`config.mk`:
```
export PLATFORM = sky130hd
export DESIGN_NAME = pwf_power_flags
export DESIGN_NICKNAME = d
export VERILOG_FILES = /design/src/verilog/pwf_power_flags.v
export VERILOG_INCLUDE_DIRS = /design/src /design/src/verilog
export SDC_FILE = /design/constraint.sdc
export NUM_CORES = 1
export LEC_CHECK = 0
export BUFFER_PORTS_ARGS = -buffer_cell sky130_fd_sc_hd__buf_4
export CELL_PAD_IN_SITES_DETAIL_PLACEMENT = 0
export CELL_PAD_IN_SITES_GLOBAL_PLACEMENT = 2
export CORE_MARGIN = 3
export CORE_UTILIZATION = 27
export CTS_BUF_LIST = sky130_fd_sc_hd__clkbuf_8
export DETAILED_ROUTE_END_ITERATION = 7
export PLACE_DENSITY_LB_ADDON = 0.2
export SLEW_MARGIN = 0
export SYNTH_ARGS = -nofsm -noshare
export SYNTH_HDL_FRONTEND = slang
export SYNTH_SLANG_ARGS = --single-unit
```
`constraint.sdc`:
```
create_clock -name clock_i -period 2.8 [get_ports clock_i]
set_input_delay 0.84 -clock clock_i [delete_from_list [all_inputs] [get_ports clock_i]]
set_output_delay 0.84 -clock clock_i [all_outputs]
set_load 0.01 [all_outputs]
```
`src/verilog/pwf_defs.vh`:
```
`ifndef PWF_DEFS_VH
`define PWF_DEFS_VH

// Register byte offsets.
`define PWF_ADDR_CTRL 8'h00
`define PWF_ADDR_WFLAG 8'h04
`define PWF_ADDR_WMASK 8'h08
`define PWF_ADDR_RFLAG 8'h0C
`define PWF_ADDR_RMASK 8'h10
`define PWF_ADDR_STATUS 8'h14

// Field positions.
`define PWF_CTRL_TXCPU 0
`define PWF_CTRL_REQ_LSB 8
`define PWF_CTRL_REQ_MSB 10
`define PWF_RMASK_ADC 5
`define PWF_STATUS_STATE_LSB 8
`define PWF_ST_FROM_PDN 0
`define PWF_ST_THERMAL 1
`define PWF_ST_FROM_DIDLE 2
`define PWF_ST_FROM_TXLP 3
`define PWF_ST_WAKE_PEND 4
`define PWF_ST_RES_PEND 5

// Entry request codes written to the control register.
`define PWF_REQ_IDLE 3'h1
`define PWF_REQ_DIDLE 3'h2
`define PWF_REQ_TXLP 3'h3
`define PWF_REQ_PDN 3'h4

// Reset values.
`define PWF_WMASK_RST 8'h00
`define PWF_RMASK_RST 6'h00

// Bus responses.
`define PWF_RESP_OKAY 2'h0
`define PWF_RESP_DECERR 2'h3

// Power states, one-hot.
`define PWF_S_RUN 6'h01
`define PWF_S_IDLE 6'h02
`define PWF_S_DIDLE 6'h04
`define PWF_S_TXLP 6'h08
`define PWF_S_PDN 6'h10
`define PWF_S_THERM 6'h20

`endif

```
`src/verilog/pwf_power_flags.v`:
```
// What this block does
// - Power-down runs nothing; only wake logic waits.
// - TX low power keeps transmitter, wakes on timer/done.
// - Thermal shutdown resumes only when temperature normal.
// - Idle halts processor; resume continues in place.
// - Deep idle powers processor off; restart at vector.
// - Thermal shutdown restarts processor at reset vector.
// - Only run state enters states, except thermal; hardware leaves them.
// - Wake events always set flags; masks gate wake only.
// - TX low power blocks all but interval wake.
// - Wake flags set everywhere; interval alone wakes TX.
// - Timer flags cleared in power-down, held in deep idle.
// - Encoder empty flags only valid in processor transmit.
// - Hidden converter flag: cleared, held, raised per state.
// - Waking from power-down sets its origin flag.
// - Thermal release sets separate thermal detect flag.
// - Deep idle and TX low power origin flags.
// - Unmasked wake event sets wake pending everywhere.
// - Unmasked resume event sets pending in TX/idle/run.
// - Wake flag register clears on read, accumulates.
// - Interval wake ignores its mask bit.
//
// Our own choices: the register addresses and the AXI4-Lite interface to the registers.
`include "pwf_defs.vh"

module pwf_power_flags (
    input wire clock_i, // 100 MHz system clock
    input wire rst_n_i, // synchronous reset, active low
    input wire interval_expiry_i, // interval timer underflow pulse
    input wire wake_input_pin_i, // external wake pin, asynchronous
    input wire lf_carrier_i, // LF carrier detected pulse
    input wire lf_sync_i, // LF sync match pulse
    input wire lf_pattern_a_i, // LF pattern 0 match pulse
    input wire lf_pattern_b_i, // LF pattern 1 match pulse
    input wire lf_message_end_i, // LF end of message pulse
    input wire lf_buffer_full_i, // LF buffer full pulse
    input wire timer_a_underflow_i, // timer 0 underflow pulse
    input wire timer_b_underflow_i, // timer 1 underflow pulse
    input wire tx_buffer_empty_i, // encoder buffer empty pulse
    input wire tx_shift_empty_i, // encoder shift register empty pulse
    input wire sampling_expiry_i, // sampling timer elapsed pulse
    input wire sampling_powerup_i, // sampling timer power-up pulse
    input wire adc_done_i, // converter end of conversion pulse
    input wire tx_done_i, // transmit state machine finished pulse
    input wire temp_normal_i, // temperature in range, asynchronous
    output wire [5:0] state_o, // one-hot power state
    output wire cpu_clock_en_o, // processor clocked
    output wire cpu_power_o, // processor powered
    output wire osc_90k_en_o, // 90 kHz oscillator enable
    output wire tx_sm_en_o, // transmit state machine enable
    output wire restart_o, // pulse: processor starts at reset vector
    output wire wake_init_o, // pulse: registers take wake-up values
    input wire [7:0] s_axi_awaddr, // write address
    input wire s_axi_awvalid, // write address valid
    output wire s_axi_awready, // write address ready
    input wire [31:0] s_axi_wdata, // write data
    input wire [3:0] s_axi_wstrb, // write byte strobes
    input wire s_axi_wvalid, // write data valid
    output wire s_axi_wready, // write data ready
    output wire [1:0] s_axi_bresp, // write response
    output wire s_axi_bvalid, // write response valid
    input wire s_axi_bready, // write response ready
    input wire [7:0] s_axi_araddr, // read address
    input wire s_axi_arvalid, // read address valid
    output wire s_axi_arready, // read address ready
    output wire [31:0] s_axi_rdata, // read data
    output wire [1:0] s_axi_rresp, // read response
    output wire s_axi_rvalid, // read data valid
    input wire s_axi_rready // read data ready
);

    localparam [5:0] S_RUN = `PWF_S_RUN;
    localparam [5:0] S_IDLE = `PWF_S_IDLE;
    localparam [5:0] S_DIDLE = `PWF_S_DIDLE;
    localparam [5:0] S_TXLP = `PWF_S_TXLP;
    localparam [5:0] S_PDN = `PWF_S_PDN;
    localparam [5:0] S_THERM = `PWF_S_THERM;

    reg [5:0] state_ff;
    reg [5:0] nxt_state;
    reg pin_s1_ff;
    reg pin_s2_ff;
    reg pin_s3_ff;
    reg temp_s1_ff;
    reg temp_s2_ff;
    reg [7:0] wake_event_flags_ff;
    reg [7:0] wake_mask_ff;
    reg [4:0] resume_flags_ff;
    reg [5:0] resume_mask_ff;
    reg [5:0] status_ff;
    reg [5:0] nxt_status_set;
    reg adc_pend_ff;
    reg cpu_tx_mode_ff;
    reg restart_ff;
    reg wake_init_ff;
    reg nxt_restart;
    reg nxt_wake_init;
    reg aw_hold_ff;
    reg w_hold_ff;
    reg [7:0] awaddr_ff;
    reg [31:0] wdata_ff;
    reg [3:0] wstrb_ff;
    reg bvalid_ff;
    reg [1:0] bresp_ff;
    reg rvalid_ff;
    reg [31:0] rdata_ff;
    reg [1:0] rresp_ff;
    reg [31:0] rd_mux;
    reg rd_hit;

    // The pin is level-change sensitive, so both edges count as an event.
    wire pin_event = pin_s2_ff ^ pin_s3_ff;
    wire wake_powered = 1'b1;
    wire [7:0] wake_ev = {lf_buffer_full_i, lf_message_end_i, lf_pattern_b_i,
                          lf_pattern_a_i, lf_sync_i, lf_carrier_i, pin_event,
                          interval_expiry_i};
    wire [7:0] wake_gate = {~wake_mask_ff[7:1], 1'b1};
    wire [7:0] wake_unmasked = wake_ev & wake_gate;
    wire any_wake = |wake_unmasked;
    wire tx_valid = cpu_tx_mode_ff & ~(state_ff == S_TXLP);
    wire [4:0] res_ev = {sampling_expiry_i, tx_shift_empty_i & tx_valid,
                         tx_buffer_empty_i & tx_valid, timer_b_underflow_i,
                         timer_a_underflow_i};
    wire any_res = |(res_ev & ~resume_mask_ff[4:0]);
    wire adc_res = adc_pend_ff & ~resume_mask_ff[`PWF_RMASK_ADC];
    wire adc_res_now = adc_done_i & ~resume_mask_ff[`PWF_RMASK_ADC];
    wire overtemp = ~temp_s2_ff;

    wire wr_do = aw_hold_ff & w_hold_ff & ~bvalid_ff;
    wire rd_take = s_axi_arvalid & ~rvalid_ff;
    wire wr_ctrl = wr_do & (awaddr_ff == `PWF_ADDR_CTRL);
    wire go_req = wr_ctrl & wstrb_ff[1];
    wire [2:0] req_code = wdata_ff[`PWF_CTRL_REQ_MSB:`PWF_CTRL_REQ_LSB];
    wire rd_clr_wake = rd_take & (s_axi_araddr == `PWF_ADDR_WFLAG);
    wire [4:0] rflag_w1c = (wr_do & (awaddr_ff == `PWF_ADDR_RFLAG) & wstrb_ff[0]) ?
                           wdata_ff[4:0] : 5'h00;
    wire [5:0] status_w1c = (wr_do & (awaddr_ff == `PWF_ADDR_STATUS) & wstrb_ff[0]) ?
                            wdata_ff[5:0] : 6'h00;

    // Pin and temperature synchronisers; the third pin stage only feeds the edge detector.
    always @(posedge clock_i) begin
        if (!rst_n_i) begin
            pin_s1_ff <= 1'b0;
            pin_s2_ff <= 1'b0;
            pin_s3_ff <= 1'b0;
            temp_s1_ff <= 1'b1;
            temp_s2_ff <= 1'b1;
        end else begin
            pin_s1_ff <= wake_input_pin_i;
            pin_s2_ff <= pin_s1_ff;
            pin_s3_ff <= pin_s2_ff;
            temp_s1_ff <= temp_normal_i;
            temp_s2_ff <= temp_s1_ff;
        end
    end

    // Power state sequencing and the origin flags it raises.
    always @* begin
        nxt_state = state_ff;
        nxt_status_set = 6'h00;
        nxt_restart = 1'b0;
        nxt_wake_init = 1'b0;
        if (any_wake) begin
            nxt_status_set[`PWF_ST_WAKE_PEND] = 1'b1;
        end
        if ((any_res || adc_res_now) && (state_ff == S_TXLP || state_ff == S_IDLE ||
                state_ff == S_RUN)) begin
            nxt_status_set[`PWF_ST_RES_PEND] = 1'b1;
        end
        case (state_ff)
            S_RUN: begin
                if (overtemp) begin
                    nxt_state = S_THERM;
                end else if (go_req) begin
                    case (req_code)
                        `PWF_REQ_IDLE: nxt_state = S_IDLE;
                        `PWF_REQ_DIDLE: nxt_state = S_DIDLE;
                        `PWF_REQ_TXLP: nxt_state = S_TXLP;
                        `PWF_REQ_PDN: nxt_state = S_PDN;
                        default: nxt_state = S_RUN;
                    endcase
                end
            end
            S_IDLE: begin
                if (overtemp) begin
                    nxt_state = S_THERM;
                end else if (any_wake || any_res || adc_res) begin
                    nxt_state = S_RUN;
                end
            end
            S_DIDLE: begin
                if (overtemp) begin
                    nxt_state = S_THERM;
                end else if (any_wake || sampling_powerup_i) begin
                    nxt_state = S_RUN;
                    nxt_restart = 1'b1;
                    nxt_status_set[`PWF_ST_FROM_DIDLE] = 1'b1;
                end
            end
            S_TXLP: begin
                if (overtemp) begin
                    nxt_state = S_THERM;
                end else if (interval_expiry_i || tx_done_i) begin
                    nxt_state = S_RUN;
                    nxt_restart = 1'b1;
                    nxt_status_set[`PWF_ST_FROM_TXLP] = 1'b1;
                end
            end
            S_PDN: begin
                if (overtemp) begin
                    nxt_state = S_THERM;
                end else if (any_wake) begin
                    nxt_state = S_RUN;
                    nxt_restart = 1'b1;
                    nxt_wake_init = 1'b1;
                    nxt_status_set[`PWF_ST_FROM_PDN] = 1'b1;
                end
            end
            S_THERM: begin
                if (!overtemp) begin
                    nxt_state = S_RUN;
                    nxt_restart = 1'b1;
                    nxt_wake_init = 1'b1;
                    nxt_status_set[`PWF_ST_THERMAL] = 1'b1;
                    nxt_status_set[`PWF_ST_WAKE_PEND] = 1'b1;
                end
            end
            default: begin
                nxt_state = S_RUN;
            end
        endcase
    end

    always @(posedge clock_i) begin
        if (!rst_n_i) begin
            state_ff <= S_RUN;
            restart_ff <= 1'b0;
            wake_init_ff <= 1'b0;
            status_ff <= 6'h00;
        end else begin
            state_ff <= nxt_state;
            restart_ff <= nxt_restart;
            wake_init_ff <= nxt_wake_init;
            // A flag raised in the same cycle as its clear stays set.
            status_ff <= (status_ff & ~status_w1c) | nxt_status_set;
        end
    end

    // Event indicator flags.
    always @(posedge clock_i) begin
        if (!rst_n_i) begin
            wake_event_flags_ff <= 8'h00;
            resume_flags_ff <= 5'h00;
            adc_pend_ff <= 1'b0;
        end else begin
            // Set wins over the read clear so no event is lost.
            wake_event_flags_ff <= (wake_event_flags_ff & ~{8{rd_clr_wake}}) |
                                   (wake_ev & {8{wake_powered}});
            case (state_ff)
                S_PDN, S_THERM: begin
                    resume_flags_ff <= 5'h00;
                    adc_pend_ff <= 1'b0;
                end
                S_DIDLE: begin
                    resume_flags_ff <= resume_flags_ff & ~rflag_w1c;
                    adc_pend_ff <= adc_pend_ff;
                end
                S_TXLP: begin
                    resume_flags_ff <= resume_flags_ff & ~rflag_w1c;
                    adc_pend_ff <= adc_pend_ff | adc_done_i;
                end
                S_IDLE: begin
                    resume_flags_ff <= (resume_flags_ff & ~rflag_w1c) | res_ev;
                    adc_pend_ff <= adc_pend_ff | adc_done_i;
                end
                default: begin
                    resume_flags_ff <= (resume_flags_ff & ~rflag_w1c) | res_ev;
                    // Running code consumes the conversion, so only a fresh one is kept.
                    adc_pend_ff <= adc_done_i;
                end
            endcase
        end
    end

    // Software writable control state.
    always @(posedge clock_i) begin
        if (!rst_n_i) begin
            wake_mask_ff <= `PWF_WMASK_RST;
            resume_mask_ff <= `PWF_RMASK_RST;
            cpu_tx_mode_ff <= 1'b0;
        end else if (wr_do && wstrb_ff[0]) begin
            if (awaddr_ff == `PWF_ADDR_WMASK) begin
                wake_mask_ff <= wdata_ff[7:0];
            end
            if (awaddr_ff == `PWF_ADDR_RMASK) begin
                resume_mask_ff <= wdata_ff[5:0];
            end
            if (awaddr_ff == `PWF_ADDR_CTRL) begin
                cpu_tx_mode_ff <= wdata_ff[`PWF_CTRL_TXCPU];
            end
        end
    end

    // Write channel: address and data are caught in either order.
    always @(posedge clock_i) begin
        if (!rst_n_i) begin
            aw_hold_ff <= 1'b0;
            w_hold_ff <= 1'b0;
            awaddr_ff <= 8'h00;
            wdata_ff <= 32'h0000_0000;
            wstrb_ff <= 4'h0;
            bvalid_ff <= 1'b0;
            bresp_ff <= `PWF_RESP_OKAY;
        end else begin
            if (s_axi_awvalid && s_axi_awready) begin
                aw_hold_ff <= 1'b1;
                awaddr_ff <= s_axi_awaddr;
            end
            if (s_axi_wvalid && s_axi_wready) begin
                w_hold_ff <= 1'b1;
                wdata_ff <= s_axi_wdata;
                wstrb_ff <= s_axi_wstrb;
            end
            if (wr_do) begin
                aw_hold_ff <= 1'b0;
                w_hold_ff <= 1'b0;
                bvalid_ff <= 1'b1;
                case (awaddr_ff)
                    `PWF_ADDR_CTRL, `PWF_ADDR_WFLAG, `PWF_ADDR_WMASK, `PWF_ADDR_RFLAG,
                    `PWF_ADDR_RMASK, `PWF_ADDR_STATUS: bresp_ff <= `PWF_RESP_OKAY;
                    default: bresp_ff <= `PWF_RESP_DECERR;
                endcase
            end else if (bvalid_ff && s_axi_bready) begin
                bvalid_ff <= 1'b0;
            end
        end
    end

    always @* begin
        rd_mux = 32'h0000_0000;
        rd_hit = 1'b1;
        case (s_axi_araddr)
            `PWF_ADDR_CTRL: rd_mux[`PWF_CTRL_TXCPU] = cpu_tx_mode_ff;
            `PWF_ADDR_WFLAG: rd_mux[7:0] = wake_event_flags_ff;
            `PWF_ADDR_WMASK: rd_mux[7:0] = wake_mask_ff;
            `PWF_ADDR_RFLAG: rd_mux[4:0] = resume_flags_ff;
            `PWF_ADDR_RMASK: rd_mux[5:0] = resume_mask_ff;
            `PWF_ADDR_STATUS: begin
                rd_mux[5:0] = status_ff;
                rd_mux[13:8] = state_ff;
            end
            default: rd_hit = 1'b0;
        endcase
    end

    // Read channel: one cycle from the address to the data.
    always @(posedge clock_i) begin
        if (!rst_n_i) begin
            rvalid_ff <= 1'b0;
            rdata_ff <= 32'h0000_0000;
            rresp_ff <= `PWF_RESP_OKAY;
        end else if (rd_take) begin
            rvalid_ff <= 1'b1;
            rdata_ff <= rd_mux;
            rresp_ff <= rd_hit ? `PWF_RESP_OKAY : `PWF_RESP_DECERR;
        end else if (rvalid_ff && s_axi_rready) begin
            rvalid_ff <= 1'b0;
        end
    end

    assign s_axi_awready = ~aw_hold_ff & ~bvalid_ff;
    assign s_axi_wready = ~w_hold_ff & ~bvalid_ff;
    assign s_axi_bvalid = bvalid_ff;
    assign s_axi_bresp = bresp_ff;
    assign s_axi_arready = ~rvalid_ff;
    assign s_axi_rvalid = rvalid_ff;
    assign s_axi_rdata = rdata_ff;
    assign s_axi_rresp = rresp_ff;

    assign state_o = state_ff;
    assign cpu_clock_en_o = (state_ff == S_RUN);
    // The halted processor keeps power in idle so it can continue in place.
    assign cpu_power_o = (state_ff == S_RUN) | (state_ff == S_IDLE);
    assign osc_90k_en_o = (state_ff == S_RUN) | (state_ff == S_IDLE) |
                          (state_ff == S_DIDLE) | (state_ff == S_TXLP);
    assign tx_sm_en_o = (state_ff == S_RUN) | (state_ff == S_IDLE) |
                        (state_ff == S_TXLP);
    assign restart_o = restart_ff;
    assign wake_init_o = wake_init_ff;

endmodule // pwf_power_flags
```
==> impl_metrics.py <==
metrics = {
    "cts": {
        "post-cts-setup-buffers": 0,
        "cts_max_level": 3,
        "cts_tree": "done",
        "clock_path_buffers": 2,
        "cts_sinks": 89,
        "cts_root_buffer": "clkbuf_8",
        "cts_buffers": 9,
        "clkTransAtPathRegs_ns": 0.08,
        "clock_latency_ns": 0.37,
    },
    "power_and_ir_drop": {
        "p_sw_w": 0.0007298,
        "p_clk_share_pct": 31.4,
        "power_switching_share_pct": 28.12,
        "seqPwrFrac_pct": 53.0,
        "p_per_area_nw_per_um2": 514.6,
        "p_int_w": 0.001866,
        "p_leak_nw": 1.983,
        "power.share.combinational_pct": 15.6,
        "p_total_w": 0.002596,
        "ir_worst_vdd_v": 0.0001797,
    },
    "placement": {
        "hpwl_mm": 9.040,
        "gp_congestion": 0.8325,
        "placed_cell_area_um2": 4862,
        "port_buffers": 87,
    },
    "global_routing": {
        "gr-usage-all-layers_pct": 14.69,
        "use_met3_pct": 2.906,
        "antenna_found_initial": 0,
        "grt_util_met2_pct": 22.96,
        "grt_pass1_vias": 3530,
        "overflow": 0,
        "top_usage_layer": "met2",
        "grt_use_met1_pct": 19.88,
        "grt_first_pass_wirelength_mm": 18.94,
        "grt_max_degree": 64,
    },
    "min_path": {
        "hold_path_end": "temp_s2_ff$_SDFF_PN1_",
        "hold_depth": 1,
        "hp-class": "reg -> reg",
        "min-delay-start": "temp_s1_ff$_SDFF_PN1_",
    },
    "floorplan": {
        "rows": 44,
        "die_area_um2": 16620,
        "die_h_um": 128.9,
        "initial_core_util_pct": 27.85,
        "ioPinCount": 129,
        "die_x_um": 128.9,
        "core-area_um2": 14640,
    },
    "final_layout": {
        "layout-drive-gt1-share_pct": 21.36,
        "n_antenna_cell": 0,
        "syn_to_final_growth_pct": 23.68,
        "final_cell_area_um2": 5045,
        "final_cell_mix": "96 x buf_4, 88 x dfxtp_1, 76 x nand2_1",
        "nNetsFinal": 661,
        "final_common_cell": "buf_4",
    },
    "critical_path": {
        "cp.required_ns": 1.96,
        "ff2ff_path_depth": 6,
        "cp-start-kind": "flop",
        "r2r_start": "awaddr_ff[0]$_SDFFE_PN0P_",
        "critPathKind": "reg -> out",
        "worstPathArrival_ns": 1.80,
        "r2r_end": "state_o[4]$_SDFFE_PN0P_",
        "ff2ff_setup_slack_ns": 0.39,
        "end_kind": "primary output",
        "cp_max_fo": 11,
    },
    "sta": {
        "drv_slew": 0,
        "fin_crit_sh_pct": 94.27,
        "clock.fmax_ghz": 0.3788,
        "fin_crit_ns": 2.640,
        "max_slew_margin_pct": 53.67,
        "final_hold_viol_count": 0,
        "worst_slew_pin_slew_ns": 0.6920,
        "tns_ns": 0,
        "rsz0062_at_grt": "false",
        "finalSetupViolCount": 0,
        "fin_worst_skew_ns": 0.01104,
    },
    "route": {
        "num_vias": 3706,
        "drt_iter0_markers": 189,
        "drc_errors": 0,
        "firstDrtPassIters": 5,
        "vias_per_cell": 4.788,
        "wl_per_cell_um": 15.58,
        "ant_nets": 0,
        "wl_mm": 12.06,
    },
    "synthesis": {
        "post_synth_main_area_contributors": "dfxtp_1 44%, nand2_1 7.0%, a21oi_1 6.7%",
        "syn_inst": 507,
        "synth_seq_cells": 89,
        "synth.distinct_cells": 52,
        "yosys_warnings": 0,
        "seq_area_frac_synth_pct": 43.68,
        "avgSynthCellArea_um2": 8.045,
        "mappedNetlistArea_um2": 4079,
        "yosys_most_used_dff": "dfxtp_1",
        "yosysTopAreaCell": "dfxtp_1",
        "async_reset_ff_share_pct": 0,
        "synth_edf_count": 0,
        "netlist.area_leader.share_pct": 43.68,
    },
    "run_status": {
        "status": "finished clean",
    },
    "job": {
        "maxCapViolCount": 0,
    },
}
==> critical path, stage by stage (launching register included) <==
cell,delay (ns)
dfxtp_1,0.42
or4b_1,0.66
o21ai_0,0.10
and2_1,0.14
buf_4,0.12
==> power groups by stage <==
| stage | clock (W) | sequential, W | combinational, W |
|---|---|---|---|
| 2_1_floorplan | 0 | 0.00139 | 0.000255 |
| 3_3_place_gp | 0 | 0.00141 | 0.000405 |
| 3_5_place_dp | 0 | 0.00141 | 0.000408 |
| 4_1_cts | 0.000849 | 0.00138 | 0.000409 |
| 5_1_grt | 0.000886 | 0.00139 | 0.000455 |
| 6_report | 0.000815 | 0.00138 | 0.000404 |
==> cell usage after synthesis (all sizes together) (7+ instances only) <==
| master | instances |
|---|---|
| a31oi | 7 |
| dfxtp | 89 |
| nand2 | 76 |
| nor2 | 50 |
| nand3 | 13 |
| inv | 21 |
| nor2b | 9 |
| nor3 | 10 |
| a21oi | 55 |
| a22oi | 11 |
| mux2i | 13 |
| buf | 21 |
| o21ai | 32 |
| clkbuf | 26 |
==> registers in the layout, summed over array words and instances, names as in the netlist, 2 cells and up <==
register	count
resume_flags_ff	5
wake_mask_ff	8
state_o	6
status_ff	6
wdata_ff	11
awaddr_ff	8
s_axi_rdata	14
wake_event_flags_ff	8
resume_mask_ff	6
wstrb_ff	2
==> cell families (layout without fill, tap and decap cells) <==
kind of cell           after synthesis  count (layout)  share of synthesized area [%]
flip-flops                          89              89                          43.68
multiplexers                        19              19                          5.122
other                                1              18                        0.09194
AO/OA/AOI/OAI                      129             129                          18.74
buffers and inverters               69             135                          8.190
XOR/XNOR                             4               4                         0.8591
AND/OR/NAND/NOR                    196             196                          23.31
==> layer usage <==
metal / wire length, um / vias up
li1: - / 1870
met1: 5952 / 1726
met2: 5409 / 96
met3: 498 / 14
met4: 199 / 0
met5: 0 / -
==> per-stage QoR <==
step,utilization [%],worst slack (ns),std cells,hold WS (ns)
global placement,33.20,0.07644,758,0.3930
finish,34.45,0.1604,774,0.4205
floorplan,-,0.1192,524,0.3863
global route,34.45,0.03595,774,0.4468
CTS,34.40,0.06988,774,0.4231
detailed placement,33.20,0.06964,758,0.3934
==> worst max-delay path by stage <==
stage                                       start                                 to  slack (ns)
after floorplan                   s_axi_araddr[0]  wake_event_flags_ff[7]$_SDFF_PN0_        0.12
after global placement            s_axi_araddr[0]  wake_event_flags_ff[0]$_SDFF_PN0_        0.08
after detailed placement          s_axi_araddr[0]  wake_event_flags_ff[3]$_SDFF_PN0_        0.07
after CTS                 state_o[2]$_SDFFE_PN0P_                       osc_90k_en_o        0.07
after global routing      state_o[0]$_SDFFE_PN1P_                       osc_90k_en_o        0.04
final                     state_o[0]$_SDFFE_PN1P_                       osc_90k_en_o        0.16
==> cell type report <==
class,count,area (um2)
Multi-Input combinational cell,366,2033
Sequential cell,89,1783
Fill cell,1565,9599
Timing Repair Buffer,97,740.7
Tap cell,184,230.2
Clock inverter,5,23.77
Inverter,22,82.58
Clock buffer,11,151.4
==> what timing repair did <==
item | in CTS | in global routing
resized for setup | 0 | 2
hold buffers | 0 | 0
endpoints found under the setup margin | 0 | 2
Power figures use the tool's default switching activity.
